`config.mk`:
```
export PLATFORM = sky130hd
export DESIGN_NAME = tmr_block
export DESIGN_NICKNAME = d
export VERILOG_FILES = /design/src/core/tmr_pkg.sv /design/src/core/tmr_edge_det.sv /design/src/core/tmr_block.sv
export VERILOG_INCLUDE_DIRS = /design/src /design/src/core
export SDC_FILE = /design/constraint.sdc
export NUM_CORES = 1
export LEC_CHECK = 0
export BUFFER_PORTS_ARGS = -buffer_cell sky130_fd_sc_hd__buf_2
export CORE_AREA = 2 2 93 95
export CTS_CLUSTER_DIAMETER = 120
export DETAILED_ROUTE_END_ITERATION = 8
export DIE_AREA = 0 0 95 97
export PLACE_DENSITY = 0.7
export SETUP_SLACK_MARGIN = 0.5
export SYNTH_ARGS = -nofsm -noshare
export SYNTH_HDL_FRONTEND = slang
export SYNTH_SLANG_ARGS = --single-unit
export TNS_END_PERCENT = 30
```
`constraint.sdc`:
```
create_clock -name ref_clk_in -period 2.12 [get_ports ref_clk_in]
set_clock_uncertainty 0.1 [all_clocks]
set_input_delay 0.106 -clock ref_clk_in [delete_from_list [all_inputs] [get_ports ref_clk_in]]
set_output_delay 0.106 -clock ref_clk_in [all_outputs]
set_load 0.02 [all_outputs]
```
`src/core/tmr_regs.svh`:
```
// Constants of the timer event capture block
`ifndef TMR_REGS_SVH
`define TMR_REGS_SVH
`define TMR_WIDTH 16
`define TMR_MODE_EVT_RISE 3'h0
`define TMR_MODE_EVT_FALL 3'h1
`define TMR_MODE_PWM_NOTOG 3'h4
`define TMR_MODE_PWM_TOG 3'h5
`define TMR_MODE_CAP_ARBR 3'h2
`define TMR_MODE_CAP_ARBF 3'h6
`define TMR_MODE_CAP_AFBR 3'h3
`define TMR_MODE_CAP_AFBF 3'h7
`define TMR_CNT_RESET 16'h0000
`define TMR_CNT_ALL_ONES 16'hFFFF
`endif

```
`src/core/tmr_pkg.sv`:
```
// Types of the timer event capture block
package tmr_pkg;
  typedef enum logic [1:0] {
    TMR_EVT,
    TMR_PWM,
    TMR_CAP
  } tmr_mode_t;
  typedef struct packed {
    logic a;
    logic b;
  } tmr_pins_t;
  typedef struct packed {
    logic prev_a;
    logic prev_b;
  } tmr_edge_state_t;
  typedef struct packed {
    logic [15:0] count;
    logic [15:0] cap_a;
    logic [15:0] cap_b;
    logic pend_a;
    logic pend_b;
    logic uflow;
    logic next_from_b;
    logic pin_a_level;
    logic pin_a_oe;
    logic irq_a;
    logic irq_b;
  } tmr_state_t;
endpackage

```
`src/core/tmr_edge_det.sv`:
```
// Rise and fall detector for the two timer pins
`timescale 1ns/1ps
module tmr_edge_det (
  input wire logic ref_clk_in,
  input wire logic reset_n_in,
  input wire tmr_pkg::tmr_pins_t pins_in,
  output tmr_pkg::tmr_pins_t rise_out,
  output tmr_pkg::tmr_pins_t fall_out
);
  tmr_pkg::tmr_edge_state_t st;
  tmr_pkg::tmr_edge_state_t next_st;

  always_comb begin
    next_st.prev_a = pins_in.a;
    next_st.prev_b = pins_in.b;
  end

  always_ff @(posedge ref_clk_in or negedge reset_n_in) begin
    if (!reset_n_in) begin
      st <= '0;
    end else begin
      st <= next_st;
    end
  end

  // One event per pin per clock from sample comparison
  assign rise_out.a = pins_in.a & ~st.prev_a;
  assign rise_out.b = pins_in.b & ~st.prev_b;
  assign fall_out.a = ~pins_in.a & st.prev_a;
  assign fall_out.b = ~pins_in.b & st.prev_b;
endmodule

```
`src/core/tmr_block.sv`:
```
// Timer block with event counter, PWM and input capture modes
`timescale 1ns/1ps
`include "tmr_regs.svh"
// Function
// - Event mode counts down on chosen pin-A edge
// - Event mode underflow sets pending A, irq A
// - Event mode pin-B rise sets pending B
// - Event mode never drives pin A
// - Capture mode counts every clock, A/B paired
// - Chosen edge copies timer into capture register
// - Capture edges set pending A and B
// - Capture underflow sets run/underflow bit, irq A
// - Run bit starts or stops PWM/event counting
// - Enable gates irq; pending still records
// - Codes 000/001 event count rise/fall
// - Codes 101/100 PWM with or without toggle
// - Codes 010/110/011/111 capture edge selections
// - Capture irq A is edge or underflow
// - Identical independent copies may be instanced
// - Timer and registers are sixteen bits
// - PWM reloads A first, then alternates from B
module tmr_block (
  input wire logic ref_clk_in,
  input wire logic reset_n_in,
  input wire logic timer_pin_a_in,
  input wire logic timer_pin_b_in,
  input wire logic mode_sel_bit1_in,
  input wire logic mode_sel_bit2_in,
  input wire logic mode_sel_bit3_in,
  input wire logic run_or_underflow_bit_in,
  input wire logic run_or_underflow_clr_in,
  input wire logic irq_enable_a_in,
  input wire logic irq_enable_b_in,
  input wire logic pending_a_clr_in,
  input wire logic pending_b_clr_in,
  input wire logic reload_capture_a_we_in,
  input wire logic reload_capture_b_we_in,
  input wire logic [15:0] reload_capture_wdata_in,
  input wire logic timer_we_in,
  output logic [15:0] timer_count_out,
  output logic [15:0] reload_capture_a_out,
  output logic [15:0] reload_capture_b_out,
  output logic pending_a_out,
  output logic pending_b_out,
  output logic underflow_pending_out,
  output logic timer_pin_a_out,
  output logic timer_pin_a_oe_out,
  output logic irq_a_out,
  output logic irq_b_out
);
  // ==========================================================
  // Mode decode
  // ==========================================================
  function automatic tmr_pkg::tmr_mode_t decode_mode(
    input logic [2:0] code
  );
    tmr_pkg::tmr_mode_t m;
    m = tmr_pkg::TMR_EVT;
    case (code)
      `TMR_MODE_EVT_RISE, `TMR_MODE_EVT_FALL: m = tmr_pkg::TMR_EVT;
      `TMR_MODE_PWM_TOG, `TMR_MODE_PWM_NOTOG: m = tmr_pkg::TMR_PWM;
      default: m = tmr_pkg::TMR_CAP;
    endcase
    return m;
  endfunction

  logic [2:0] mode_code;
  tmr_pkg::tmr_mode_t mode;
  tmr_pkg::tmr_pins_t pins;
  tmr_pkg::tmr_pins_t rise;
  tmr_pkg::tmr_pins_t fall;
  // All state is local, so several copies stay independent
  tmr_pkg::tmr_state_t st;
  tmr_pkg::tmr_state_t next_st;

  assign mode_code = {mode_sel_bit3_in, mode_sel_bit2_in, mode_sel_bit1_in};
  assign mode = decode_mode(mode_code);
  assign pins.a = timer_pin_a_in;
  assign pins.b = timer_pin_b_in;

  // ==========================================================
  // Edge detection
  // ==========================================================
  tmr_edge_det u_edge (
    .ref_clk_in(ref_clk_in),
    .reset_n_in(reset_n_in),
    .pins_in(pins),
    .rise_out(rise),
    .fall_out(fall)
  );

  // ==========================================================
  // Next state
  // ==========================================================
  logic evt_a;
  logic cap_a_edge;
  logic cap_b_edge;
  logic tick;
  logic uf;
  logic set_a;
  logic set_b;
  logic set_uf;

  always_comb begin
    // Event mode edge select: code bit1 picks falling
    evt_a = mode_sel_bit1_in ? fall.a : rise.a;
    // Capture: bit1 picks A falling, bit3 picks B falling
    cap_a_edge = mode_sel_bit1_in ? fall.a : rise.a;
    cap_b_edge = mode_sel_bit3_in ? fall.b : rise.b;
    tick = 1'b0;
    case (mode)
      tmr_pkg::TMR_EVT: tick = run_or_underflow_bit_in & evt_a;
      tmr_pkg::TMR_PWM: tick = run_or_underflow_bit_in;
      tmr_pkg::TMR_CAP: tick = 1'b1;
      default: tick = 1'b0;
    endcase
    uf = tick && (st.count == `TMR_CNT_RESET);
    set_a = 1'b0;
    set_b = 1'b0;
    set_uf = 1'b0;
    next_st = st;
    next_st.pin_a_oe = 1'b0;
    if (tick) begin
      next_st.count = st.count - 16'h0001;
    end
    case (mode)
      tmr_pkg::TMR_EVT: begin
        set_a = uf;
        set_b = rise.b;
      end
      tmr_pkg::TMR_PWM: begin
        next_st.pin_a_oe = 1'b1;
        if (uf) begin
          // First underflow reloads A, then B, A, ...
          next_st.count = st.next_from_b ? st.cap_b : st.cap_a;
          next_st.next_from_b = ~st.next_from_b;
          set_a = ~st.next_from_b;
          set_b = st.next_from_b;
          if (mode_code == `TMR_MODE_PWM_TOG) begin
            next_st.pin_a_level = ~st.pin_a_level;
          end
        end
      end
      tmr_pkg::TMR_CAP: begin
        set_a = cap_a_edge;
        set_b = cap_b_edge;
        set_uf = uf;
        if (cap_a_edge) begin
          next_st.cap_a = st.count;
        end
        if (cap_b_edge) begin
          next_st.cap_b = st.count;
        end
      end
      default: begin
        set_a = 1'b0;
      end
    endcase
    if (mode != tmr_pkg::TMR_PWM) begin
      next_st.next_from_b = 1'b0;
    end
    // Software writes lose to captures in the same cycle
    if (reload_capture_a_we_in &&
        !(mode == tmr_pkg::TMR_CAP && cap_a_edge)) begin
      next_st.cap_a = reload_capture_wdata_in;
    end
    if (reload_capture_b_we_in &&
        !(mode == tmr_pkg::TMR_CAP && cap_b_edge)) begin
      next_st.cap_b = reload_capture_wdata_in;
    end
    if (timer_we_in) begin
      next_st.count = reload_capture_wdata_in;
      next_st.next_from_b = 1'b0;
    end
    // Set wins over a software clear
    next_st.pend_a = set_a | (st.pend_a & ~pending_a_clr_in);
    next_st.pend_b = set_b | (st.pend_b & ~pending_b_clr_in);
    next_st.uflow = set_uf | (st.uflow & ~run_or_underflow_clr_in);
    next_st.irq_a = (next_st.pend_a |
      (mode == tmr_pkg::TMR_CAP && next_st.uflow)) & irq_enable_a_in;
    next_st.irq_b = next_st.pend_b & irq_enable_b_in;
  end

  always_ff @(posedge ref_clk_in or negedge reset_n_in) begin
    if (!reset_n_in) begin
      st <= '0;
    end else begin
      st <= next_st;
    end
  end

  // ==========================================================
  // Outputs
  // ==========================================================
  assign timer_count_out = st.count;
  assign reload_capture_a_out = st.cap_a;
  assign reload_capture_b_out = st.cap_b;
  assign pending_a_out = st.pend_a;
  assign pending_b_out = st.pend_b;
  assign underflow_pending_out = st.uflow;
  assign timer_pin_a_out = st.pin_a_level;
  assign timer_pin_a_oe_out = st.pin_a_oe;
  assign irq_a_out = st.irq_a;
  assign irq_b_out = st.irq_b;
endmodule

```
# Yosys cells after proc, flatten, opt, wreduce, memory -nomap -nowiden
# Index checks and enable logic that the tools add are counted.
[op_classes] n_eq_ne=6 n_addsub=1 mux=24 bitwise_logic=23 n_reduce_logical=23
[ops] op="$mux 16" n=9
[ops] op="$mux 32" n=1
[ops] op="$logic_not 16->1" n=1
[ops] op="$sub 16x1->16 const B" n=1
[ops] op="$and 1x1->1" n=10
[ops] op="$not 1->1" n=9
[ops] op="$pmux 1 s3" n=3
[ops] op="$mux 1" n=8
[ops] op="$reduce_bool 2->1" n=4
[ops] op="$eq 3x3->1 const B" n=2
[ops] op="$logic_and 1x1->1" n=6
[ops] op="$reduce_and 2->1" n=3
[ops] op="$reduce_bool 3->1" n=2
[ops] op="$or 1x1->1" n=4
[ops] op="$pmux 2 s2" n=1
[ops] op="$reduce_or 2->1" n=2
[ops] op="$eq 3x1->1 const B" n=1
[ops] op="$logic_not 3->1" n=1
[ops] op="$mux 3" n=1
[ops] op="$reduce_and 3->1" n=1
[ops] op="$eq 2x1->1 const B" n=1
[ops] op="$eq 2x2->1 const B" n=1
[ops] op="$logic_not 1->1" n=2
[ops] op="$logic_not 2->1" n=1
[ops] op="other kinds (2)" n=2
[word_totals] register_bits=58 word_cells=90 in_bits=32 output_inout_bits=55

# Longest topological paths before layout
# Gate-level depths: netlist of the first run.
[depth] ltp_word=11 depth_mapped=8

# Cells and area by module
# A second synthesis of the first run with hierarchy kept.
[unflattened] cells_unflattened=376 hier_area_um2=3818.7
[modules_own_cells] module="tmr_block" instances=1 area_each_um2=3733.6 cells_per_inst=370
[modules_own_cells] module="tmr_edge_det" instances=1 area_each_um2=85.1 cells_per_inst=6

# Worst setup path before layout of the first run
# OpenSTA, ideal clock, no wires.
[synth_timing] path_kind="register to register" from="register st, in the netlist timer_count_out[0]" to="register st, in the netlist timer_count_out[10]" path_stages_with_launch=8 path_buffers=0 required_ns=1.893 setup_slack_ns=-0.179 arrival_ns=2.073 path_cell_list="dfrtp_1 inv_1 ha_1 or3b_2 or2_1 or4_1 a211oi_1 o21ai_1"
[synth_lines] item="start, declared" line_no="tmr_block.sv:73" text="tmr_pkg::tmr_state_t st;"
[synth_lines] item="start signal, assigned" line_no="tmr_block.sv:188" text="st <= next_st;"

==> out/qor_table.md, run 1 <==
| Stage | Result | Reported |
| --- | --- | --- |
| status | Run status | finished with violations |
| die | Height of the die | 97 um |
| pwr | Total leakage power | 2.10 nW |
| sta | Final number of setup-violating endpoints | 2 |
| hold path | Kind of path behind the tightest hold check | input pin to flop |
| pwr | Combinational share of power | 0.280 |
| critical path | Kind of launch point of the worst setup path | flop |
| logic synthesis | Post-synthesis sequential element count | 58 |
| cts | Clock-pin slew on the worst setup and hold paths | 0.06 ns |
| pwr | Part of the power in the clock network | 0.305 |
| pwr | Sum of internal, switching and leakage power | 0.00325 W |
| sta | Final-report hold violation count | 0 |
| logic synthesis | Simple logic cell fraction of the synthesized area | 0.167 |
| finish | Final-layout fill cell count | 725 |
| cts | Clock Latency Late Sink | 0.35 ns |
| critical path | Critical path arrival | 2.26 ns |
| place | Placer's final routability congestion estimate | 0.873 |
| critical path | Largest fanout on the critical path | 4 |
| place | Setup Slack @ Placement | -0.0712 ns |
| logic synthesis | Xor-xnor portion of the synthesized cell area | 0.0318 |
| global routing | Combined global-route utilization of all metal layers | 0.215 |
| critical path | Library cell contributing the largest single delay on the critical path | sky130_fd_sc_hd__or4_4 |
| critical path | Dominant delay contributor by cell family on the critical path | simple AND/OR/NAND/NOR gates |
| die | Horizontal extent of the die | 95 um |
| pwr | Switching Share | 0.325 |
| cts | CTS Sinks | 58 |
| cts | H-tree levels | 3 |
| sta | Worst-margin pin slew | 0.583 ns |
| route | Number of violations reported at the end of detailed-routing iteration 0 | 167 |
| die | Initial core utilization | 0.440 |
| route | Remaining routing DRC violations | 0 |
| sta | Unrepaired setup endpoints after global routing | true |
| logic synthesis | Multiplexer share of the synthesized area | 0.102 |
| place | Final HPWL DP | 6660 um |
| critical path | Element type at the critical path end | flop |
| global routing | Antenna violations before repair | 0 |
| place | Quantity of I/O buffers inserted on ports | 86 |
| pwr | Switching power | 0.00106 W |
| pwr | Internal power | 0.00219 W |
| sta | Count of pins over their slew limit | 0 |
| die | Die outline area | 9220 um2 |
| logic synthesis | EDFF count, synth | 0 |
| sta | Total Neg Setup Slack | -0.0323 ns |
| global routing | Remaining global-route overflow | 0 |
| pwr | Power Density | 709 nW/um2 |
| sta | Period utilisation layout | 1.01 |
| status | Violations in the final reports | negative setup slack |
| logic synthesis | Distinct cell type count after synthesis | 53 |
| logic synthesis | Proportion of register bits with asynchronous set or reset after synthesis | 1.00 |
| logic synthesis | Top_reg_cell synth | sky130_fd_sc_hd__dfrtp_1 |
| pwr | Worst voltage drop across the vdd grid | 0.000317 V |
| route | Number of antenna-violating nets in the routed design | 0 |
| critical path | Required time of the critical path | 2.24 ns |
| global routing | Largest net degree at the start of global routing | 33 |
| finish | Non-filler instance count after layout | 582 |
| sta | Slew headroom | 0.611 |
| logic synthesis | Area of the mapped netlist | 3580 um2 |
| logic synthesis | Dominant combinational cell family by area after synthesis | simple AND/OR/NAND/NOR gates |
| critical path | Critical Setup Path Class | flop to flop |
| route | Overall via count from detail_route | 3074 |
| place | Count of placed standard cells including taps | 541 |
| logic synthesis | Synth warnings | 0 |
| finish | Number of antenna cells inserted | 0 |
| die | Number of top-level pins | 87 |
| route | Per-cell routed wire length | 16.4 um |
| sta | Final worst path period need | 2.14 ns |
| finish | Fraction of final layout cells with drive strength greater than 1 | 0.363 |
| route | Number of search-and-repair iterations in the first detailed-routing pass | 4 |
| logic synthesis | Part of the Yosys area used for sequential elements | 0.405 |
| logic synthesis | Post-Synthesis Cells | 380 |
| cts | Root buffer cell | sky130_fd_sc_hd__clkbuf_8 |
| global routing | Via count of the first global-routing pass | 3080 |
| die | Number of placement rows | 33 |
| logic synthesis | Compound-gate portion of the synthesized area | 0.150 |
| critical path | Worst path bufs/invs | 0 |
| finish | Synthesis-to-finish area growth | 28.0% |
| cts | Total clock buffers created by CTS | 9 |
| route | WL final | 9550 um |
| sta | Max Clk Rate | 467 MHz |
| die | Core Footprint | 8130 um2 |
| global routing | Wire length of the first global-routing pass | 15500 um |
| logic synthesis | Avg Cell Area, Syn | 9.42 um2 |
| job | MaxCap Viol Count | 0 |
| critical path | Critical-path cell list | or4_4, or2_1, or4_1, a211oi_2, o21ai_1 |
| cts | Buffers from clock root to sink, at most | 2 |
| logic synthesis | Synthesized-area fraction occupied by adder cells | 0.00699 |
| sta | Post-route worst setup slack | -0.0191 ns |
| cts | Clock tree from TritonCTS | built |
| logic synthesis | Post-Synthesis Net Count | 414 |
| critical path | Critical Path Max Stage Delay | 0.54 ns |
| route | Vias per std cell | 5.28 |
| sta | Worst hold-check slack | 0.0158 ns |
| finish | Number of nets in the finished design | 507 |
| pwr | Part of the total power dissipated in sequential elements | 0.414 |
==> power groups by stage <==
stage | Clock [W] | Sequential, W | Combinational (W)
finish | 0.000992 | 0.00135 | 0.000911
global route | 0.00107 | 0.00136 | 0.000988
CTS | 0.00102 | 0.00134 | 0.000899
detailed placement | 0 | 0.00136 | 0.000852
global placement | 0 | 0.00135 | 0.000835
floorplan | 0 | 0.00136 | 0.000650
==> stage by stage <==
stage	area, um2	util
3_3_place_gp	4050	0.498
4_1_cts	4520	0.555
2_1_floorplan	3630	-
5_1_grt	4580	0.563
6_report	4580	0.563
3_5_place_dp	4050	0.498
==> final cells by class <==
class	instances	area, um2	share of cell area
inverter	8	30.0	0.00655
timing repair buffer	154	1020	0.222
clock inverter	3	40.0	0.00874
clock buffer	12	145	0.0317
multi-input combinational	242	1770	0.386
tap	105	131	0.0287
sequential	58	1450	0.317
==> cells by family after synthesis <==
family,Yosys count
and+or+nand+nor,112
buffers and inverters,80
DFF,58
AOI/OAI and AO/OA,79
muxes,36
xor gates and xnor gates,13
adders and majority gates,2
==> Yosys cell counts (2+ instances only) <==
cell / number / share of area
sky130_fd_sc_hd__nand2b_1: 3 / 0.0052
sky130_fd_sc_hd__nand3_1: 2 / 0.0028
sky130_fd_sc_hd__clkbuf_1: 16 / 0.017
sky130_fd_sc_hd__and3_1: 4 / 0.0070
sky130_fd_sc_hd__dfrtp_1: 58 / 0.41
sky130_fd_sc_hd__and2_1: 2 / 0.0035
sky130_fd_sc_hd__xor2_1: 4 / 0.0098
sky130_fd_sc_hd__a221oi_1: 5 / 0.012
sky130_fd_sc_hd__nor4_1: 8 / 0.014
sky130_fd_sc_hd__buf_1: 2 / 0.0021
sky130_fd_sc_hd__a211oi_1: 5 / 0.010
sky130_fd_sc_hd__a221o_1: 4 / 0.011
sky130_fd_sc_hd__ha_1: 2 / 0.0070
sky130_fd_sc_hd__or2_1: 2 / 0.0035
sky130_fd_sc_hd__buf_4: 48 / 0.10
sky130_fd_sc_hd__buf_2: 5 / 0.0070
sky130_fd_sc_hd__a21oi_1: 37 / 0.052
sky130_fd_sc_hd__xnor2_1: 9 / 0.022
sky130_fd_sc_hd__a21o_1: 3 / 0.0063
sky130_fd_sc_hd__a22oi_1: 3 / 0.0063
sky130_fd_sc_hd__a2111oi_0: 7 / 0.017
sky130_fd_sc_hd__nor2_1: 39 / 0.041
sky130_fd_sc_hd__nor3b_1: 3 / 0.0063
sky130_fd_sc_hd__o22ai_1: 2 / 0.0035
sky130_fd_sc_hd__nor3_1: 6 / 0.0084
sky130_fd_sc_hd__mux2i_1: 33 / 0.092
sky130_fd_sc_hd__inv_1: 8 / 0.0084
sky130_fd_sc_hd__nand2_1: 13 / 0.014
sky130_fd_sc_hd__o31ai_1: 3 / 0.0063
sky130_fd_sc_hd__or4_1: 3 / 0.0063
sky130_fd_sc_hd__mux2_2: 3 / 0.0094
sky130_fd_sc_hd__nor2b_1: 16 / 0.028
sky130_fd_sc_hd__o21ai_1: 2 / 0.0028
==> what timing repair did <==
item                                    CTS  global route
pin swaps                                 2             2
buffers inserted                          0             1
gates resized for setup                   9            12
endpoints found under the setup margin   23            23
endpoints found under the hold margin    76             0
hold buffers                             25             0
==> worst reg2reg max path: stages, from the launching register on <==
cell and delay (ns):
sky130_fd_sc_hd__dfrtp_1 0.42, sky130_fd_sc_hd__or4_4 0.54, sky130_fd_sc_hd__or2_1 0.26, sky130_fd_sc_hd__or4_1 0.42
sky130_fd_sc_hd__a211oi_2 0.19, sky130_fd_sc_hd__o21ai_1 0.09
==> registers in the layout, summed over array words and instances, names as in the netlist, 2 cells and up <==
register	count
reload_capture_b_out	16
timer_count_out	16
reload_capture_a_out	16
u_edge.st	2
==> layout by cell type (no fill, tap or decap), types with 9 or more instances in the layout <==
cell                             n
sky130_fd_sc_hd__a21oi_1        37
sky130_fd_sc_hd__xnor2_1         9
sky130_fd_sc_hd__buf_4          42
sky130_fd_sc_hd__dlygate4sd3_1  25
sky130_fd_sc_hd__clkbuf_8       10
sky130_fd_sc_hd__nor2_1         38
sky130_fd_sc_hd__buf_2          86
sky130_fd_sc_hd__mux2i_1        33
sky130_fd_sc_hd__nor2b_1        16
sky130_fd_sc_hd__dfrtp_1        58
sky130_fd_sc_hd__nand2_1        13
==> path summary, 6_finish.rpt <==
kind	cells past startpoint	from	slack, ns	end
worst max-delay path	5	timer_count_out[6]	-0.02	timer_count_out[10]
worst min-delay path	3	timer_we_in	0.02	st[4]
worst max register to register	5	timer_count_out[6]	-0.02	timer_count_out[10]
worst min register to register	1	timer_pin_a_out	0.38	timer_pin_a_out
max in group asynchronous	3	reset_n_in	1.18	reload_capture_a_out[7]
min in group asynchronous	2	reset_n_in	0.13	reload_capture_b_out[15]
==> routing by layer <==
metal / vias to the layer above / wire length [um] / track usage
met5: - / 0 / 0
met4: 0 / 167 / 0.0836
met3: 14 / 498 / 0.0405
met2: 88 / 4640 / 0.345
met1: 1490 / 4240 / 0.285
li1: 1482 / - / -
No activity file was read; power rests on OpenSTA's default activity.
==> run 2: changes to the inputs <==
--- a/config.mk
+++ b/config.mk
@@ -7,11 +7,10 @@
 export NUM_CORES = 1
 export LEC_CHECK = 0
 export BUFFER_PORTS_ARGS = -buffer_cell sky130_fd_sc_hd__buf_2
-export CORE_AREA = 2 2 93 95
+export CORE_AREA = 2 2 98 100
 export CTS_CLUSTER_DIAMETER = 120
 export DETAILED_ROUTE_END_ITERATION = 8
-export DIE_AREA = 0 0 95 97
-export PLACE_DENSITY = 0.7
+export DIE_AREA = 0 0 100 102
 export SETUP_SLACK_MARGIN = 0.5
 export SYNTH_ARGS = -nofsm -noshare
 export SYNTH_HDL_FRONTEND = slang
==> out/qor_table.md, run 2 (synthesized netlist as in run 1, its figures left out) <==
| Stage | Result | Reported |
| --- | --- | --- |
| sta | Final worst path period need | 2.19 ns |
| pwr | Switching power | 0.00112 W |
| cts | CTS Sinks | 58 |
| route | Overall via count from detail_route | 3119 |
| sta | Total Neg Setup Slack | -0.0741 ns |
| finish | Most common cell after layout, fill and taps aside | sky130_fd_sc_hd__buf_2 |
| place | Placer's final routability congestion estimate | 0.829 |
| finish | Core utilization of the finished layout | 0.531 |
| cts | Buffers from clock root to sink, at most | 2 |
| pwr | Power Density | 698 nW/um2 |
| place | Quantity of I/O buffers inserted on ports | 86 |
| global routing | Wire length of the first global-routing pass | 16200 um |
| critical path | Element type at the critical path end | flop |
| route | Per-cell routed wire length | 17.1 um |
| sta | Final number of setup-violating endpoints | 1 |
| route | Vias per std cell | 5.23 |
| finish | Final-layout fill cell count | 847 |
| critical path | Kind of launch point of the worst setup path | flop |
| status | Violations in the final reports | negative setup slack |
| sta | Worst-margin pin slew | 0.574 ns |
| sta | Final-report hold violation count | 0 |
| die | Height of the die | 102 um |
| finish | Fraction of final layout cells with drive strength greater than 1 | 0.412 |
| pwr | Part of the total power dissipated in sequential elements | 0.401 |
| die | Die outline area | 10200 um2 |
| cts | Clock Latency Late Sink | 0.35 ns |
| finish | Non-filler instance count after layout | 596 |
| critical path | Critical Setup Path Class | flop to flop |
| global routing | Via count of the first global-routing pass | 3132 |
| sta | Period utilisation layout | 1.03 |
| finish | Leading cell types in the layout, fill and taps excluded | sky130_fd_sc_hd__buf_2 (86), sky130_fd_sc_hd__dfrtp_1 (57), sky130_fd_sc_hd__buf_4 (46) |
| hold path | Startpoint of the most critical hold path | reload_capture_wdata_in[13] |
| finish | Number of antenna cells inserted | 0 |
| critical path | Critical path arrival | 2.32 ns |
| pwr | Worst voltage drop across the vdd grid | 0.000277 V |
| route | Number of search-and-repair iterations in the first detailed-routing pass | 4 |
| pwr | Part of the power in the clock network | 0.315 |
| route | WL final | 10200 um |
| place | Setup Slack @ Placement | -0.137 ns |
| sta | Post-route worst setup slack | -0.0741 ns |
| sta | Count of pins over their slew limit | 0 |
| critical path | Critical path launch point | timer_count_out[0] |
| place | Instance area at placement | 4080 um2 |
| place | Final HPWL DP | 7090 um |
| finish | Synthesis-to-finish area growth | 35.0% |
| job | MaxCap Viol Count | 0 |
| global routing | Combined global-route utilization of all metal layers | 0.207 |
| sta | Unrepaired setup endpoints after global routing | true |
| status | Run status | finished with violations |
| hold path | Kind of path behind the tightest hold check | input pin to flop |
| global routing | Remaining global-route overflow | 0 |
| sta | Slew headroom | 0.617 |
| route | Remaining routing DRC violations | 0 |
| route | Number of antenna-violating nets in the routed design | 0 |
| cts | Clock-pin slew on the worst setup and hold paths | 0.07 ns |
| cts | Total clock buffers created by CTS | 9 |
| die | Initial core utilization | 0.393 |
| finish | Post-route design area | 4840 um2 |
| die | Number of placement rows | 35 |
| critical path | Beginning of the worst register-to-register path | timer_count_out[0] |
| route | Number of violations reported at the end of detailed-routing iteration 0 | 139 |
| pwr | Combinational share of power | 0.284 |
| critical path | Required time of the critical path | 2.24 ns |
| critical path | Largest fanout on the critical path | 2 |
| global routing | Antenna violations before repair | 0 |
| place | Count of placed standard cells including taps | 551 |
| die | Horizontal extent of the die | 100 um |
| die | Number of top-level pins | 87 |
| pwr | Internal power | 0.00226 W |
| pwr | Switching Share | 0.331 |
| cts | H-tree levels | 3 |
| finish | Number of nets in the finished design | 514 |
| cts | Root buffer cell | sky130_fd_sc_hd__clkbuf_8 |
| die | Core Footprint | 9110 um2 |
| sta | Max Clk Rate | 456 MHz |
| global routing | Largest net degree at the start of global routing | 33 |
| pwr | Total leakage power | 2.16 nW |
| cts | Clock tree from TritonCTS | built |
[run 2: critical path: stages, from the launching register on]
cell and delay, ns:
sky130_fd_sc_hd__dfrtp_1 0.39, sky130_fd_sc_hd__inv_2 0.11, sky130_fd_sc_hd__ha_4 0.14, sky130_fd_sc_hd__or3b_4 0.37, sky130_fd_sc_hd__or2_4 0.27, sky130_fd_sc_hd__or4_4 0.42
sky130_fd_sc_hd__a211oi_2 0.20, sky130_fd_sc_hd__o21ai_1 0.08
[run 2: stage by stage]
step,total power [W],hold WS [ns]
global placement,0.00220,-0.110
finish,0.00338,0.00624
global route,0.00355,0.0126
CTS,0.00336,0.000602
floorplan,0.00201,-0.290
detailed placement,0.00222,-0.109
[run 2: area by class of cell]
type                            count  area (um2)  area share
Sequential cell                    58        1450       0.300
Timing Repair Buffer              161        1080       0.223
Clock inverter                      2        35.0     0.00724
Inverter                            8        30.0     0.00621
Multi-Input combinational cell    242        1940       0.401
Tap cell                          111         139      0.0287
Clock buffer                       14         163      0.0336
[run 2: per-layer routing]
metal,share of wire,track usage
met3,0.053,0.0492
met5,0,0
met1,0.45,0.265
met2,0.48,0.340
met4,0.021,0.0822
[run 2: power groups by stage]
stage | Combinational, W | Sequential (W) | Clock (W)
finish | 0.000961 | 0.00135 | 0.00106
global route | 0.00104 | 0.00137 | 0.00114
CTS | 0.000934 | 0.00135 | 0.00108
detailed placement | 0.000859 | 0.00136 | 0
global placement | 0.000850 | 0.00135 | 0
floorplan | 0.000650 | 0.00136 | 0
[run 2: path summary, 6_finish.rpt]
path,endpoint,slack [ns],depth (start not counted)
worst max-delay path,timer_count_out[10],-0.07,7
worst min-delay path,timer_count_out[13],0.006,3
worst max register to register,timer_count_out[10],-0.07,7
worst min register to register,timer_pin_a_out,0.37,1
max in group asynchronous,timer_count_out[4],1.23,3
min in group asynchronous,timer_pin_a_out,0.05,2
[run 2: what timing repair did]
item | in CTS | in global routing
hold buffers | 24 | 0
hold endpoints to repair | 92 | 0
setup buffers | 3 | 2
endpoints found under the setup margin | 34 | 35
resized for setup | 33 | 26
pin swaps | 5 | 11
==> run 3: changes to the inputs <==
--- a/config.mk
+++ b/config.mk
@@ -8,6 +8,7 @@
 export LEC_CHECK = 0
 export BUFFER_PORTS_ARGS = -buffer_cell sky130_fd_sc_hd__buf_2
 export CORE_AREA = 2 2 98 100
+export CTS_BUF_LIST = sky130_fd_sc_hd__clkbuf_4 sky130_fd_sc_hd__clkbuf_8 sky130_fd_sc_hd__clkbuf_16
 export CTS_CLUSTER_DIAMETER = 120
 export DETAILED_ROUTE_END_ITERATION = 8
 export DIE_AREA = 0 0 100 102
==> out/qor_table.md, run 3 (synthesized netlist as in run 1, its figures left out) <==
| Stage | Result | Reported |
| --- | --- | --- |
| pwr | Worst voltage drop across the vdd grid | 0.000278 V |
| critical path | Worst path bufs/invs | 1 |
| critical path | Critical Path Max Stage Delay | 0.42 ns |
| global routing | Combined global-route utilization of all metal layers | 0.207 |
| finish | Leading cell types in the layout, fill and taps excluded | sky130_fd_sc_hd__buf_2 (86), sky130_fd_sc_hd__dfrtp_1 (57), sky130_fd_sc_hd__buf_4 (46) |
| place | Final HPWL DP | 7090 um |
| sta | Post-route worst setup slack | -0.0730 ns |
| sta | Final worst path period need | 2.19 ns |
| place | Quantity of I/O buffers inserted on ports | 86 |
| status | Violations in the final reports | negative setup slack |
| critical path | Kind of launch point of the worst setup path | flop |
| die | Height of the die | 102 um |
| pwr | Switching power | 0.00111 W |
| die | Die outline area | 10200 um2 |
| cts | Root buffer cell | sky130_fd_sc_hd__clkbuf_8 |
| pwr | Part of the power in the clock network | 0.322 |
| critical path | Crit path capture | timer_count_out[10] |
| sta | Unrepaired setup endpoints after global routing | true |
| finish | Most common cell after layout, fill and taps aside | sky130_fd_sc_hd__buf_2 |
| critical path | Worst setup slack for register-to-register paths | -0.07 ns |
| critical path | Element type at the critical path end | flop |
| route | Per-cell routed wire length | 17.0 um |
| die | Number of placement rows | 35 |
| critical path | Beginning of the worst register-to-register path | timer_count_out[0] |
| global routing | Antenna violations before repair | 0 |
| cts | Buffers from clock root to sink, at most | 2 |
| critical path | Reg2reg end | timer_count_out[10] |
| finish | Post-route design area | 4850 um2 |
| global routing | Remaining global-route overflow | 0 |
| sta | Final number of setup-violating endpoints | 1 |
| place | Placer's final routability congestion estimate | 0.829 |
| critical path | Critical-path cell list | inv_2, ha_4, or3b_4, or2_4, or4_4, a211oi_2, o21ai_1 |
| finish | Number of antenna cells inserted | 0 |
| critical path | Library cell contributing the largest single delay on the critical path | sky130_fd_sc_hd__or4_4 |
| cts | Total clock buffers created by CTS | 9 |
| hold path | Startpoint of the most critical hold path | reload_capture_wdata_in[13] |
| hold path | Kind of path behind the tightest hold check | input pin to flop |
| critical path | Levels on crit path | 7 |
| finish | Synthesis-to-finish area growth | 35.4% |
| critical path | Largest fanout on the critical path | 2 |
| global routing | Largest net degree at the start of global routing | 33 |
| sta | Max Clk Rate | 456 MHz |
| cts | Clock Latency Late Sink | 0.35 ns |
| route | Number of antenna-violating nets in the routed design | 0 |
| route | WL final | 10100 um |
| finish | Fraction of final layout cells with drive strength greater than 1 | 0.419 |
| hold path | Worst hold path cell count | 3 |
| pwr | Internal power | 0.00230 W |
| pwr | Combinational share of power | 0.281 |
| route | Vias per std cell | 5.23 |
| die | Core Footprint | 9110 um2 |
| critical path | Worst r2r path cells | 7 |
| cts | Clock tree from TritonCTS | built |
| job | MaxCap Viol Count | 0 |
| critical path | Dominant delay contributor by cell family on the critical path | simple AND/OR/NAND/NOR gates |
| critical path | Critical path arrival | 2.32 ns |
| global routing | Wire length of the first global-routing pass | 16100 um |
| die | Horizontal extent of the die | 100 um |
| place | Setup Slack @ Placement | -0.137 ns |
| cts | Clock-pin slew on the worst setup and hold paths | 0.07 ns |
| cts | H-tree levels | 3 |
| pwr | Part of the total power dissipated in sequential elements | 0.397 |
| route | Remaining routing DRC violations | 0 |
| route | Number of violations reported at the end of detailed-routing iteration 0 | 128 |
| pwr | Switching Share | 0.327 |
| pwr | Total leakage power | 2.17 nW |
| finish | Final-layout fill cell count | 844 |
| status | Run status | finished with violations |
| sta | Total Neg Setup Slack | -0.0730 ns |
| die | Initial core utilization | 0.393 |
| sta | Slew headroom | 0.619 |
| pwr | Sum of internal, switching and leakage power | 0.00341 W |
| sta | Worst-margin pin slew | 0.571 ns |
| finish | Number of nets in the finished design | 514 |
| die | Number of top-level pins | 87 |
| route | Overall via count from detail_route | 3118 |
| sta | Count of pins over their slew limit | 0 |
| sta | Period utilisation layout | 1.03 |
| route | Number of search-and-repair iterations in the first detailed-routing pass | 4 |
| global routing | Via count of the first global-routing pass | 3129 |
| sta | Final-report hold violation count | 0 |
| pwr | Power Density | 704 nW/um2 |
| critical path | Required time of the critical path | 2.24 ns |
| cts | CTS Sinks | 58 |
| place | Instance area at placement | 4080 um2 |
| critical path | Critical Setup Path Class | flop to flop |
| critical path | Critical path launch point | timer_count_out[0] |
==> run 3: cell counts in the layout (fill, tap and decap cells not counted) <==
Identical to the previous run, type by type.
==> run 3: timing repair <==
action / 4_1_cts / 5_1_grt
buffers inserted: 3 / 2
resized for setup: 33 / 26
setup endpoints to repair: 34 / 35
gates cloned: 0 / 0
pin swaps: 5 / 11
hold buffers: 24 / 0
endpoints found under the hold margin: 91 / 0
==> run 3: metrics by stage <==
step | hold slack [ns] | utilization | cells
after floorplan | -0.290 | - | 380
after global placement | -0.110 | 0.447 | 551
after detailed placement | -0.109 | 0.447 | 551
after CTS | 0.000602 | 0.517 | 594
after global routing | 0.0126 | 0.532 | 596
final | 0.00687 | 0.532 | 596
==> run 3: per-layer routing <==
metal,track usage,routed length (um),part of all wire
met1,0.265,4480,0.44
met3,0.0492,544,0.054
met4,0.0822,175,0.017
met2,0.339,4930,0.49
met5,0,0,0
==> run 3: worst reg2reg max path: stages, from the launching register on <==
cell and delay [ns]:
sky130_fd_sc_hd__dfrtp_1 0.39, sky130_fd_sc_hd__inv_2 0.11, sky130_fd_sc_hd__ha_4 0.14, sky130_fd_sc_hd__or3b_4 0.37, sky130_fd_sc_hd__or2_4 0.27, sky130_fd_sc_hd__or4_4 0.42, sky130_fd_sc_hd__a211oi_2 0.20, sky130_fd_sc_hd__o21ai_1 0.08
==> run 3: power by group through the flow <==
stage	Combinational [W]	Sequential, W	Clock [W]
2_1_floorplan	0.000650	0.00136	0
3_3_place_gp	0.000850	0.00135	0
3_5_place_dp	0.000859	0.00136	0
4_1_cts	0.000934	0.00135	0.00112
5_1_grt	0.00104	0.00137	0.00118
6_report	0.000960	0.00135	0.00110
==> run 3: worst min path at each step <==
stage                                to
3_5_place_dp                  irq_b_out
4_1_cts        reload_capture_b_out[13]
6_report            timer_count_out[13]
2_1_floorplan                 irq_a_out
3_3_place_gp                  irq_b_out
5_1_grt             timer_count_out[13]
==> run 3: area by class of cell <==
type | instances | area [um2] | area share
repair buffers | 161 | 1080 | 0.222
flip-flops and latches | 58 | 1450 | 0.300
clock buffers | 14 | 174 | 0.0359
multi-input cells | 242 | 1940 | 0.400
inverters | 8 | 30.0 | 0.00620
clock inverters | 2 | 35.0 | 0.00723
well taps | 111 | 139 | 0.0287
